File: config.mk
export PLATFORM = sky130hd
export DESIGN_NAME = eeprom_bus_front
export DESIGN_NICKNAME = d
export VERILOG_FILES = /design/src/rtl/eeprom_front_pkg.sv /design/src/rtl/line_sync.sv /design/src/rtl/bus_condition.sv /design/src/rtl/eeprom_bus_front.sv
export SDC_FILE = /design/constraint.sdc
export NUM_CORES = 1
export LEC_CHECK = 0
export ABC_AREA = 1
export BUFFER_PORTS_ARGS = -buffer_cell sky130_fd_sc_hd__buf_2
export CORE_MARGIN = 1.5
export CORE_UTILIZATION = 26
export DETAILED_ROUTE_END_ITERATION = 12
export PLACE_DENSITY_LB_ADDON = 0.08
export SLEW_MARGIN = 30
export SYNTH_ARGS = -nofsm -noshare
export SYNTH_HDL_FRONTEND = slang
export SYNTH_SLANG_ARGS = --single-unit
export TNS_END_PERCENT = 20
File: constraint.sdc
create_clock -name clock_in -period 2.02 [get_ports clock_in]
set_input_delay 0.202 -clock clock_in [delete_from_list [all_inputs] [get_ports clock_in]]
set_output_delay 0.202 -clock clock_in [all_outputs]
set_load 0.05 [all_outputs]
File: src/rtl/eeprom_front_pkg.sv
// Shared constants for the serial EEPROM bus front end
package eeprom_front_pkg;
    localparam int        LOC_ADDR_W    = 17;
    localparam int        PIN_SYNC_W    = 5;
    localparam logic [3:0] TYPE_ARRAY   = 4'ha;
    localparam logic [3:0] TYPE_ID_PAGE = 4'hb;
    localparam int        SEL_TYPE_HI   = 7;
    localparam int        SEL_TYPE_LO   = 4;
    localparam int        SEL_STRAP_HI  = 3;
    localparam int        SEL_STRAP_LO  = 2;
    localparam int        SEL_TOP_BIT   = 1;
    localparam int        SEL_DIR_BIT   = 0;
    localparam logic [2:0] LAST_BIT_CNT = 3'h7;
    localparam logic [7:0] BYTE_RESET   = 8'h00;
    localparam logic [16:0] ADDR_RESET  = 17'h00000;
    localparam logic [4:0] SYNC_RESET   = 5'h03;

    typedef enum logic [2:0] {
        ST_IDLE,
        ST_RX,
        ST_RX_END,
        ST_ACK,
        ST_TX,
        ST_TX_ACK,
        ST_TX_LOAD
    } front_state_t;

    typedef enum logic [1:0] {
        PH_SELECT,
        PH_ADDR_HI,
        PH_ADDR_LO,
        PH_DATA
    } byte_phase_t;
endpackage

File: src/rtl/line_sync.sv
// Two-stage synchroniser for asynchronous pin inputs
`timescale 1ns/100ps
module line_sync #(
    parameter int                 WIDTH     = 1,
    parameter logic [WIDTH-1:0]   RESET_VAL = '0
) (
    input  wire logic             clock_in,
    input  wire logic             rstn_in,
    input  wire logic [WIDTH-1:0] async_in,
    output logic      [WIDTH-1:0] sync_out
);
    logic [WIDTH-1:0] stage1_reg;

    always_ff @(posedge clock_in) begin
        if (!rstn_in) begin
            stage1_reg <= RESET_VAL;
            sync_out   <= RESET_VAL;
        end else begin
            stage1_reg <= async_in;
            sync_out   <= stage1_reg;
        end
    end
endmodule

File: src/rtl/bus_condition.sv
// Clock edge and Start/Stop detection on synchronised bus lines
`timescale 1ns/100ps
module bus_condition (
    input  wire logic clock_in,
    input  wire logic rstn_in,
    input  wire logic scl_in,
    input  wire logic sda_in,
    output logic      scl_rise_out,
    output logic      scl_fall_out,
    output logic      start_out,
    output logic      stop_out
);
    logic scl_prev_reg;
    logic sda_prev_reg;

    always_ff @(posedge clock_in) begin
        if (!rstn_in) begin
            scl_prev_reg <= 1'b1;
            sda_prev_reg <= 1'b1;
        end else begin
            scl_prev_reg <= scl_in;
            sda_prev_reg <= sda_in;
        end
    end

    assign scl_rise_out = !scl_prev_reg && scl_in;
    assign scl_fall_out = scl_prev_reg && !scl_in;
    // Data edges only count as conditions while clock stays high
    assign start_out    = scl_prev_reg && scl_in && sda_prev_reg && !sda_in;  // see RULE_04
    assign stop_out     = scl_prev_reg && scl_in && !sda_prev_reg && sda_in;  // see RULE_07
endmodule

File: src/rtl/eeprom_bus_front.sv
// Serial EEPROM two-wire slave front end: select decode, addressing, ack and read shifting
//
// Function
// RULE_01: 17-bit location address, byte-wide array.
// RULE_02: Select identification page via separate type code.
// RULE_03: Slave only; master drives the clock.
// RULE_04: Start is data falling while clock high.
// RULE_05: Master sends Start before any instruction.
// RULE_06: Watch for Start except during write cycle.
// RULE_07: Stop is data rising while clock high.
// RULE_08: Unacknowledged read byte then Stop gives standby.
// RULE_09: Stop closing a write launches write cycle.
// RULE_10: Capture data on each clock rising edge.
// RULE_11: Master changes data only while clock low.
// RULE_12: Transmitter releases line; receiver acks ninth clock.
// RULE_13: Data output only pulls low or releases.
// RULE_14: Select code sent right after Start, MSB first.
// RULE_15: Type 1010 array, 1011 page; straps match.
// RULE_16: Last select bit: one read, zero write.
// RULE_17: Matching select code acknowledged on ninth clock.
// RULE_18: Mismatch: stay off bus until next Start.
// RULE_19: Unconnected chip-enable straps read as low.
// RULE_20: Write protect high blocks all writes.
// RULE_21: Write protect high: data bytes not acknowledged.
// RULE_22: Reset clears state, bus ignored meanwhile.
// RULE_23: Stop enters standby unless write cycle runs.
// RULE_24: Two acknowledged address bytes, high then low.
// RULE_25: Top address bit from select code bit one.
// RULE_26: Write cycle only after data ack slot.
// RULE_27: Busy write cycle: line off, requests ignored.
// RULE_28: Line released outside ack and read bits.
`timescale 1ns/100ps
module eeprom_bus_front #(
    parameter int ADDR_W = eeprom_front_pkg::LOC_ADDR_W
) (
    input  wire logic              clock_in,
    input  wire logic              rstn_in,
    input  wire logic              scl_in,
    input  wire logic              sda_in,
    output logic                   sda_out,
    output logic                   sda_oe_out,
    input  wire logic              strap_select_low_in,
    input  wire logic              strap_select_high_in,
    input  wire logic              write_protect_input_in,
    input  wire logic              id_page_locked_in,
    input  wire logic              write_busy_in,
    input  wire logic [7:0]        rd_data_in,
    output logic [ADDR_W-1:0]      mem_addr_out,
    output logic                   id_page_sel_out,
    output logic [7:0]             wr_data_out,
    output logic                   wr_strobe_out,
    output logic                   rd_strobe_out,
    output logic                   write_start_out,
    output logic                   standby_out
);
    import eeprom_front_pkg::*;

    if (ADDR_W < LOC_ADDR_W || ADDR_W > 24) begin
        $error("ADDR_W must lie between 17 and 24");
    end

    logic [PIN_SYNC_W-1:0] pins_sync;
    logic                  scl_s;
    logic                  sda_s;
    logic                  wp_s;
    logic [1:0]            strap_s;
    logic                  scl_rise;
    logic                  scl_fall;
    logic                  start_cond;
    logic                  stop_cond;

    front_state_t          state_reg;
    byte_phase_t           phase_reg;
    logic [2:0]            bit_cnt_reg;
    logic [7:0]            shift_reg;
    logic [7:0]            tx_reg;
    logic                  ack_reg;
    logic                  read_dir_reg;
    logic                  wr_armed_reg;
    logic                  wr_any_reg;
    logic [7:0]            byte_next;
    logic                  byte_done;
    logic                  sel_match;

    line_sync #(
        .WIDTH     (PIN_SYNC_W),
        .RESET_VAL (SYNC_RESET)
    ) u_pins (
        .clock_in (clock_in),
        .rstn_in  (rstn_in),
        .async_in ({strap_select_high_in, strap_select_low_in, write_protect_input_in, sda_in, scl_in}),
        .sync_out (pins_sync)
    );

    assign scl_s   = pins_sync[0];
    assign sda_s   = pins_sync[1];
    assign wp_s    = pins_sync[2];
    assign strap_s = pins_sync[4:3];

    bus_condition u_cond (
        .clock_in     (clock_in),
        .rstn_in      (rstn_in),
        .scl_in       (scl_s),
        .sda_in       (sda_s),
        .scl_rise_out (scl_rise),
        .scl_fall_out (scl_fall),
        .start_out    (start_cond),
        .stop_out     (stop_cond)
    );

    // Select code layout: type nibble, two straps, top address bit, direction
    function automatic logic select_ok(input logic [7:0] code, input logic [1:0] straps);
        logic type_ok;
        type_ok   = (code[SEL_TYPE_HI:SEL_TYPE_LO] == TYPE_ARRAY)
                 || (code[SEL_TYPE_HI:SEL_TYPE_LO] == TYPE_ID_PAGE);                         // see RULE_15
        select_ok = type_ok && (code[SEL_STRAP_HI:SEL_STRAP_LO] == straps);                 // see RULE_19
    endfunction

    assign byte_next = {shift_reg[6:0], sda_s};                                              // see RULE_14
    assign byte_done = (state_reg == ST_RX) && scl_rise && (bit_cnt_reg == LAST_BIT_CNT);
    assign sel_match = select_ok(byte_next, strap_s);

    // Protocol sequencing; a busy write cycle keeps the front end deaf to Start
    always_ff @(posedge clock_in) begin
        if (!rstn_in) begin
            state_reg   <= ST_IDLE;                                                          // see RULE_22
            phase_reg   <= PH_SELECT;
            bit_cnt_reg <= 3'h0;
        end else if (stop_cond) begin
            state_reg   <= ST_IDLE;                                                          // see RULE_07, RULE_23
            phase_reg   <= PH_SELECT;
        end else if (start_cond && !write_busy_in) begin
            state_reg   <= ST_RX;                                                            // see RULE_06, RULE_27
            phase_reg   <= PH_SELECT;
            bit_cnt_reg <= 3'h0;
        end else begin
            unique case (state_reg)
                ST_IDLE: begin
                    bit_cnt_reg <= 3'h0;
                end
                ST_RX: begin
                    if (scl_rise) begin
                        bit_cnt_reg <= bit_cnt_reg + 3'h1;
                        if (bit_cnt_reg == LAST_BIT_CNT) begin
                            // A stranger's code sends us back to standby without answer
                            state_reg <= (phase_reg == PH_SELECT && !sel_match) ? ST_IDLE : ST_RX_END;  // see RULE_18
                        end
                    end
                end
                ST_RX_END: begin
                    if (scl_fall) begin
                        state_reg <= ST_ACK;                                                 // see RULE_12
                    end
                end
                ST_ACK: begin
                    if (scl_fall) begin
                        bit_cnt_reg <= 3'h0;
                        unique case (phase_reg)
                            PH_SELECT: begin
                                state_reg <= read_dir_reg ? ST_TX : ST_RX;                   // see RULE_16
                                phase_reg <= read_dir_reg ? PH_SELECT : PH_ADDR_HI;          // see RULE_24
                            end
                            PH_ADDR_HI: begin
                                state_reg <= ST_RX;
                                phase_reg <= PH_ADDR_LO;
                            end
                            PH_ADDR_LO, PH_DATA: begin
                                state_reg <= ST_RX;
                                phase_reg <= PH_DATA;
                            end
                        endcase
                    end
                end
                ST_TX: begin
                    if (scl_rise) begin
                        bit_cnt_reg <= bit_cnt_reg + 3'h1;
                    end
                    if (scl_fall && bit_cnt_reg == 3'h0) begin
                        state_reg <= ST_TX_ACK;
                    end
                end
                ST_TX_ACK: begin
                    if (scl_rise) begin
                        state_reg <= sda_s ? ST_IDLE : ST_TX_LOAD;                           // see RULE_08
                    end
                end
                ST_TX_LOAD: begin
                    if (scl_fall) begin
                        state_reg   <= ST_TX;
                        bit_cnt_reg <= 3'h0;
                    end
                end
            endcase
        end
    end

    // Receive shifter and ack decision, taken at the eighth rising edge
    always_ff @(posedge clock_in) begin
        if (!rstn_in) begin
            shift_reg    <= BYTE_RESET;
            ack_reg      <= 1'b0;
            read_dir_reg <= 1'b0;
        end else begin
            if (state_reg == ST_RX && scl_rise) begin
                shift_reg <= byte_next;                                                      // see RULE_10
            end
            if (byte_done) begin
                if (phase_reg == PH_SELECT) begin
                    ack_reg      <= sel_match;                                               // see RULE_17
                    read_dir_reg <= byte_next[SEL_DIR_BIT];                                  // see RULE_16
                end else if (phase_reg == PH_DATA) begin
                    ack_reg <= !wp_s && !(id_page_sel_out && id_page_locked_in);             // see RULE_21
                end else begin
                    ack_reg <= 1'b1;                                                         // see RULE_24
                end
            end
        end
    end

    // Address pointer: write data rolls over within the page, reads run on
    always_ff @(posedge clock_in) begin
        if (!rstn_in) begin
            mem_addr_out    <= ADDR_W'(ADDR_RESET);
            id_page_sel_out <= 1'b0;
        end else if (byte_done) begin
            unique case (phase_reg)
                PH_SELECT: begin
                    if (sel_match) begin
                        id_page_sel_out <= (byte_next[SEL_TYPE_HI:SEL_TYPE_LO] == TYPE_ID_PAGE);  // see RULE_02
                        if (byte_next[SEL_TYPE_HI:SEL_TYPE_LO] == TYPE_ARRAY) begin
                            mem_addr_out[16] <= byte_next[SEL_TOP_BIT];                      // see RULE_25, RULE_01
                        end
                    end
                end
                PH_ADDR_HI: mem_addr_out[15:8] <= byte_next;                                 // see RULE_24
                PH_ADDR_LO: mem_addr_out[7:0]  <= byte_next;
                PH_DATA: begin
                    if (!wp_s && !(id_page_sel_out && id_page_locked_in)) begin
                        mem_addr_out[7:0] <= mem_addr_out[7:0] + 8'h01;
                    end
                end
            endcase
        end else if (state_reg == ST_TX_ACK && scl_rise && !sda_s) begin
            mem_addr_out <= mem_addr_out + ADDR_W'(1);
        end
    end

    // Byte handed to the page buffer only when writes are allowed
    always_ff @(posedge clock_in) begin
        if (!rstn_in) begin
            wr_data_out   <= BYTE_RESET;
            wr_strobe_out <= 1'b0;
            rd_strobe_out <= 1'b0;
        end else begin
            wr_strobe_out <= byte_done && phase_reg == PH_DATA && !wp_s
                          && !(id_page_sel_out && id_page_locked_in);                        // see RULE_20
            rd_strobe_out <= state_reg == ST_TX_ACK && scl_rise && !sda_s;
            if (byte_done && phase_reg == PH_DATA) begin
                wr_data_out <= byte_next;
            end
        end
    end

    // Write launch: armed only across the slot following a data ack
    always_ff @(posedge clock_in) begin
        if (!rstn_in) begin
            wr_armed_reg    <= 1'b0;
            wr_any_reg      <= 1'b0;
            write_start_out <= 1'b0;
        end else begin
            write_start_out <= stop_cond && wr_armed_reg && wr_any_reg;                      // see RULE_09, RULE_26
            if (stop_cond || (start_cond && !write_busy_in)) begin
                wr_armed_reg <= 1'b0;
                wr_any_reg   <= 1'b0;
            end else begin
                if (state_reg == ST_ACK && scl_fall && phase_reg == PH_DATA) begin
                    wr_armed_reg <= 1'b1;                                                    // see RULE_26
                end else if (scl_fall) begin
                    // Stop sits in the high half of the tenth clock, so only the next fall closes the slot
                    wr_armed_reg <= 1'b0;
                end
                if (wr_strobe_out) begin
                    wr_any_reg <= 1'b1;
                end
            end
        end
    end

    // Open-drain driver: level is always low, only the enable moves
    always_ff @(posedge clock_in) begin
        if (!rstn_in) begin
            sda_out    <= 1'b0;
            sda_oe_out <= 1'b0;
            tx_reg     <= BYTE_RESET;
        end else begin
            sda_out <= 1'b0;                                                                 // see RULE_13
            if (stop_cond || (start_cond && !write_busy_in) || write_busy_in) begin
                sda_oe_out <= 1'b0;                                                          // see RULE_27
            end else if (state_reg == ST_RX_END && scl_fall) begin
                sda_oe_out <= ack_reg;                                                       // see RULE_12, RULE_17
            end else if (state_reg == ST_ACK && scl_fall) begin
                if (phase_reg == PH_SELECT && read_dir_reg) begin
                    tx_reg     <= rd_data_in;
                    sda_oe_out <= !rd_data_in[7];
                end else begin
                    sda_oe_out <= 1'b0;                                                      // see RULE_28
                end
            end else if (state_reg == ST_TX && scl_fall) begin
                // Slave never drives the clock, it only follows falling edges
                tx_reg     <= {tx_reg[6:0], 1'b0};                                           // see RULE_03
                sda_oe_out <= (bit_cnt_reg == 3'h0) ? 1'b0 : !tx_reg[6];                    // see RULE_12
            end else if (state_reg == ST_TX_LOAD && scl_fall) begin
                tx_reg     <= rd_data_in;
                sda_oe_out <= !rd_data_in[7];
            end else if (state_reg == ST_IDLE) begin
                sda_oe_out <= 1'b0;                                                          // see RULE_18
            end
        end
    end

    always_ff @(posedge clock_in) begin
        if (!rstn_in) begin
            standby_out <= 1'b1;
        end else begin
            standby_out <= (state_reg == ST_IDLE) && !write_busy_in;                         // see RULE_23
        end
    end
endmodule

==> results.py <==
metrics = {
    "setup_path": {
        "crit_chain": "inv_6 > nor3_4 > nand2_2 > nand2_2 > inv_1 > a21oi_1 > nor2_1",
        "startpoint": "state_reg[2]",
        "r2r_end": "mem_addr_out[5]",
        "cp_max_fo": 13,
        "reg2reg_slack_ps": 170,
        "r2r-start": "state_reg[2]",
        "crit_type": "flip-flop to flip-flop",
        "slowest_delay_ps": 610,
        "cp.arrival_ps": 2090,
        "crit_path_frequent_cell": "nand2_2",
        "end_kind": "flip-flop",
        "cp.required_ps": 2260,
        "crit_path_start_kind": "flip-flop",
        "ff2ff_path_depth": 7,
        "slowest_stage": "dfxtp_1",
        "critPathCapture": "mem_addr_out[5]",
    },
    "synthesis": {
        "synth-edff-count": 0,
        "synthDistinctLibCells": 41,
        "synth_async_sr_flop_share": 0,
        "netlist_area_um2": 3660,
        "synth-seq-cells": 69,
        "yosys_warnings": 0,
        "postSynthAreaPerCell_um2": 6.64,
        "synthCells": 552,
        "synth-main-ff-cell": "dfxtp_1",
        "synth_nets": 573,
        "synth-seq-area-share": 0.377,
    },
    "timing": {
        "finalMaxSlewViolations": 0,
        "finalSetupTns_ps": 0,
        "period_needed_ps": 1850,
        "hold_ws_ps": 36.3,
        "hold_viol_final": 0,
        "final.setup.worst_slack_ps": 165,
        "max_freq_mhz": 539,
        "rsz0062_at_grt": "false",
        "skew_ps": 5.58,
        "min_period_over_period": 0.918,
        "finalSetupViolations": 0,
    },
    "detailed_routing": {
        "drc": 0,
        "vias": 3533,
        "drtAntennaViolNets": 0,
        "wl_mm": 10.6,
        "routed-wl-met3_um": 411,
        "wl_per_cell_um": 13.4,
        "topRoutingLayerUsed": "met4",
        "vias_per_cell": 4.45,
        "wl_met2_mm": 5.18,
        "wl_met1_mm": 4.92,
        "first_pass_iters": 4,
        "first_iter_violations": 182,
    },
    "cts": {
        "htree_levels": 3,
        "root_buffer": "clkbuf_16",
        "cts.hold.buffers_added": 0,
        "cts.sinks": 69,
        "clockBufferDepth": 2,
        "clkTransAtPathRegs_ps": 60,
        "cts_tree": "built",
        "clk_latency_ps": 340,
        "numCtsBuffers": 9,
    },
    "finish": {
        "fillers": 1551,
        "n_antenna_cell": 0,
        "regMostFlops": "mem_addr_out",
        "drive_above_1_share": 0.184,
        "layout_common_cells": "nand2_1 (160), nor2_1 (77), dfxtp_1 (69)",
        "fin_util": 0.320,
        "largest_reg_flops": 17,
        "syn_to_final_growth_pct": 20.7,
        "finalNonFillerCells": 794,
        "top_regs": "mem_addr_out x17, wr_data_out x8",
        "mostFrequentLayoutCell": "nand2_1",
        "fin_area_um2": 4420,
        "finalNetCount": 630,
    },
    "power": {
        "power_mw": 3.24,
        "vdd_drop_max_mv": 0.428,
        "clockPowerShare": 0.484,
        "swShare": 0.252,
        "power_report.internal_total_mw": 2.42,
        "power_frac_comb": 0.078,
        "p_leak_nw": 2.10,
        "switchingPower_mw": 0.816,
        "power_per_cell_area_nw_per_um2": 733,
        "p_seq_frac": 0.438,
    },
    "hold_path": {
        "hp-class": "input port to flip-flop",
    },
    "job": {
        "cap_violations": 0,
    },
    "place": {
        "placed_area_um2": 4110,
        "dpl.cell_count": 775,
        "post-place-ws_ps": 150,
        "gp_congestion": 0.790,
        "hpwlAfterDp_mm": 8.03,
        "port_buffers": 47,
    },
    "floorplan": {
        "rows": 43,
        "start_util": 0.265,
        "io_pins": 49,
        "fp.dieArea_um2": 14800,
        "dieHeight_um": 122,
        "die_w_um": 122,
        "fp.coreArea_um2": 13800,
    },
    "global_routing": {
        "grt_pass1_vias": 3375,
        "antenna_found_initial": 0,
        "grt_usage": 0.152,
        "grt_pass1_wl_mm": 17.3,
        "grt_max_degree": 44,
        "overflow": 0,
    },
    "run_status": {
        "status": "finished clean",
    },
}
-- what timing repair did --
action	CTS	global route
buffers inserted	0	3
resized for setup	0	0
endpoints found under the setup margin	0	1
-- layer usage --
metal	up-vias	track usage
li1	1873	-
met1	1599	0.188
met2	54	0.257
met3	7	0.0379
met4	0	0.0507
met5	-	0
-- power by group through the flow --
stage / Sequential, mW / Combinational [mW] / Clock (mW)
after floorplan: 1.45 / 0.187 / 0
after global placement: 1.45 / 0.257 / 0
after detailed placement: 1.45 / 0.256 / 0
after CTS: 1.42 / 0.257 / 1.62
after global routing: 1.42 / 0.293 / 1.69
final: 1.42 / 0.253 / 1.57
-- worst min path at each step --
stage | slack [ps] | start | endpoint | depth (start not counted)
4_1_cts | 20 | strap_select_high_in | u_pins.stage1_reg[4] | 3
5_1_grt | 40 | sda_in | u_pins.stage1_reg[1] | 2
6_report | 40 | strap_select_high_in | u_pins.stage1_reg[4] | 3
2_1_floorplan | 300 | write_protect_input_in | u_pins.stage1_reg[2] | 2
3_3_place_gp | 380 | strap_select_low_in | u_pins.stage1_reg[3] | 3
3_5_place_dp | 390 | strap_select_high_in | u_pins.stage1_reg[4] | 3
-- worst max-delay path, delay by kind of cell, from the launching register on --
family / cells / cell delay, ps
buffers and inverters: 2 / 230
and+or+nand+nor: 4 / 760
AOI/OAI and AO/OA: 1 / 140
DFF: 1 / 610
-- cells in the mapped netlist, types with 4 or more instances --
cell | number | area share
dfxtp_1 | 69 | 0.38
a21oi_1 | 39 | 0.053
or2_2 | 5 | 0.0085
o21ai_0 | 33 | 0.045
ha_1 | 4 | 0.014
nand2_2 | 7 | 0.012
o21ai_1 | 12 | 0.016
nand2_1 | 160 | 0.16
nor2_4 | 4 | 0.012
inv_1 | 54 | 0.055
clkbuf_1 | 5 | 0.0051
nand3_1 | 29 | 0.040
inv_2 | 6 | 0.0061
nand4_1 | 5 | 0.0085
nor2_1 | 77 | 0.079
-- cells by family (layout without fill, tap and decap cells) --
| logic type | count (synthesis) | after routing | synth area share |
|---|---|---|---|
| flops | 69 | 69 | 0.377 |
| xor+xnor | 5 | 5 | 0.0120 |
| other cells | 1 | 1 | 0.00102 |
| fa+ha+maj | 4 | 4 | 0.0137 |
| compound gates | 89 | 89 | 0.125 |
| buf+inv | 77 | 139 | 0.0912 |
| simple gates | 307 | 307 | 0.380 |
-- cell type report --
cell class / instances / area [um2] / area share
clock buffer: 9 / 225 / 0.0509
clock inverter: 7 / 66.3 / 0.0150
inverter: 63 / 244 / 0.0552
multi-input combinational: 406 / 1950 / 0.440
sequential: 69 / 1380 / 0.312
tap: 180 / 225 / 0.0509
timing repair buffer: 60 / 333 / 0.0752
Note: power is estimated with default switching activity, not from simulation.
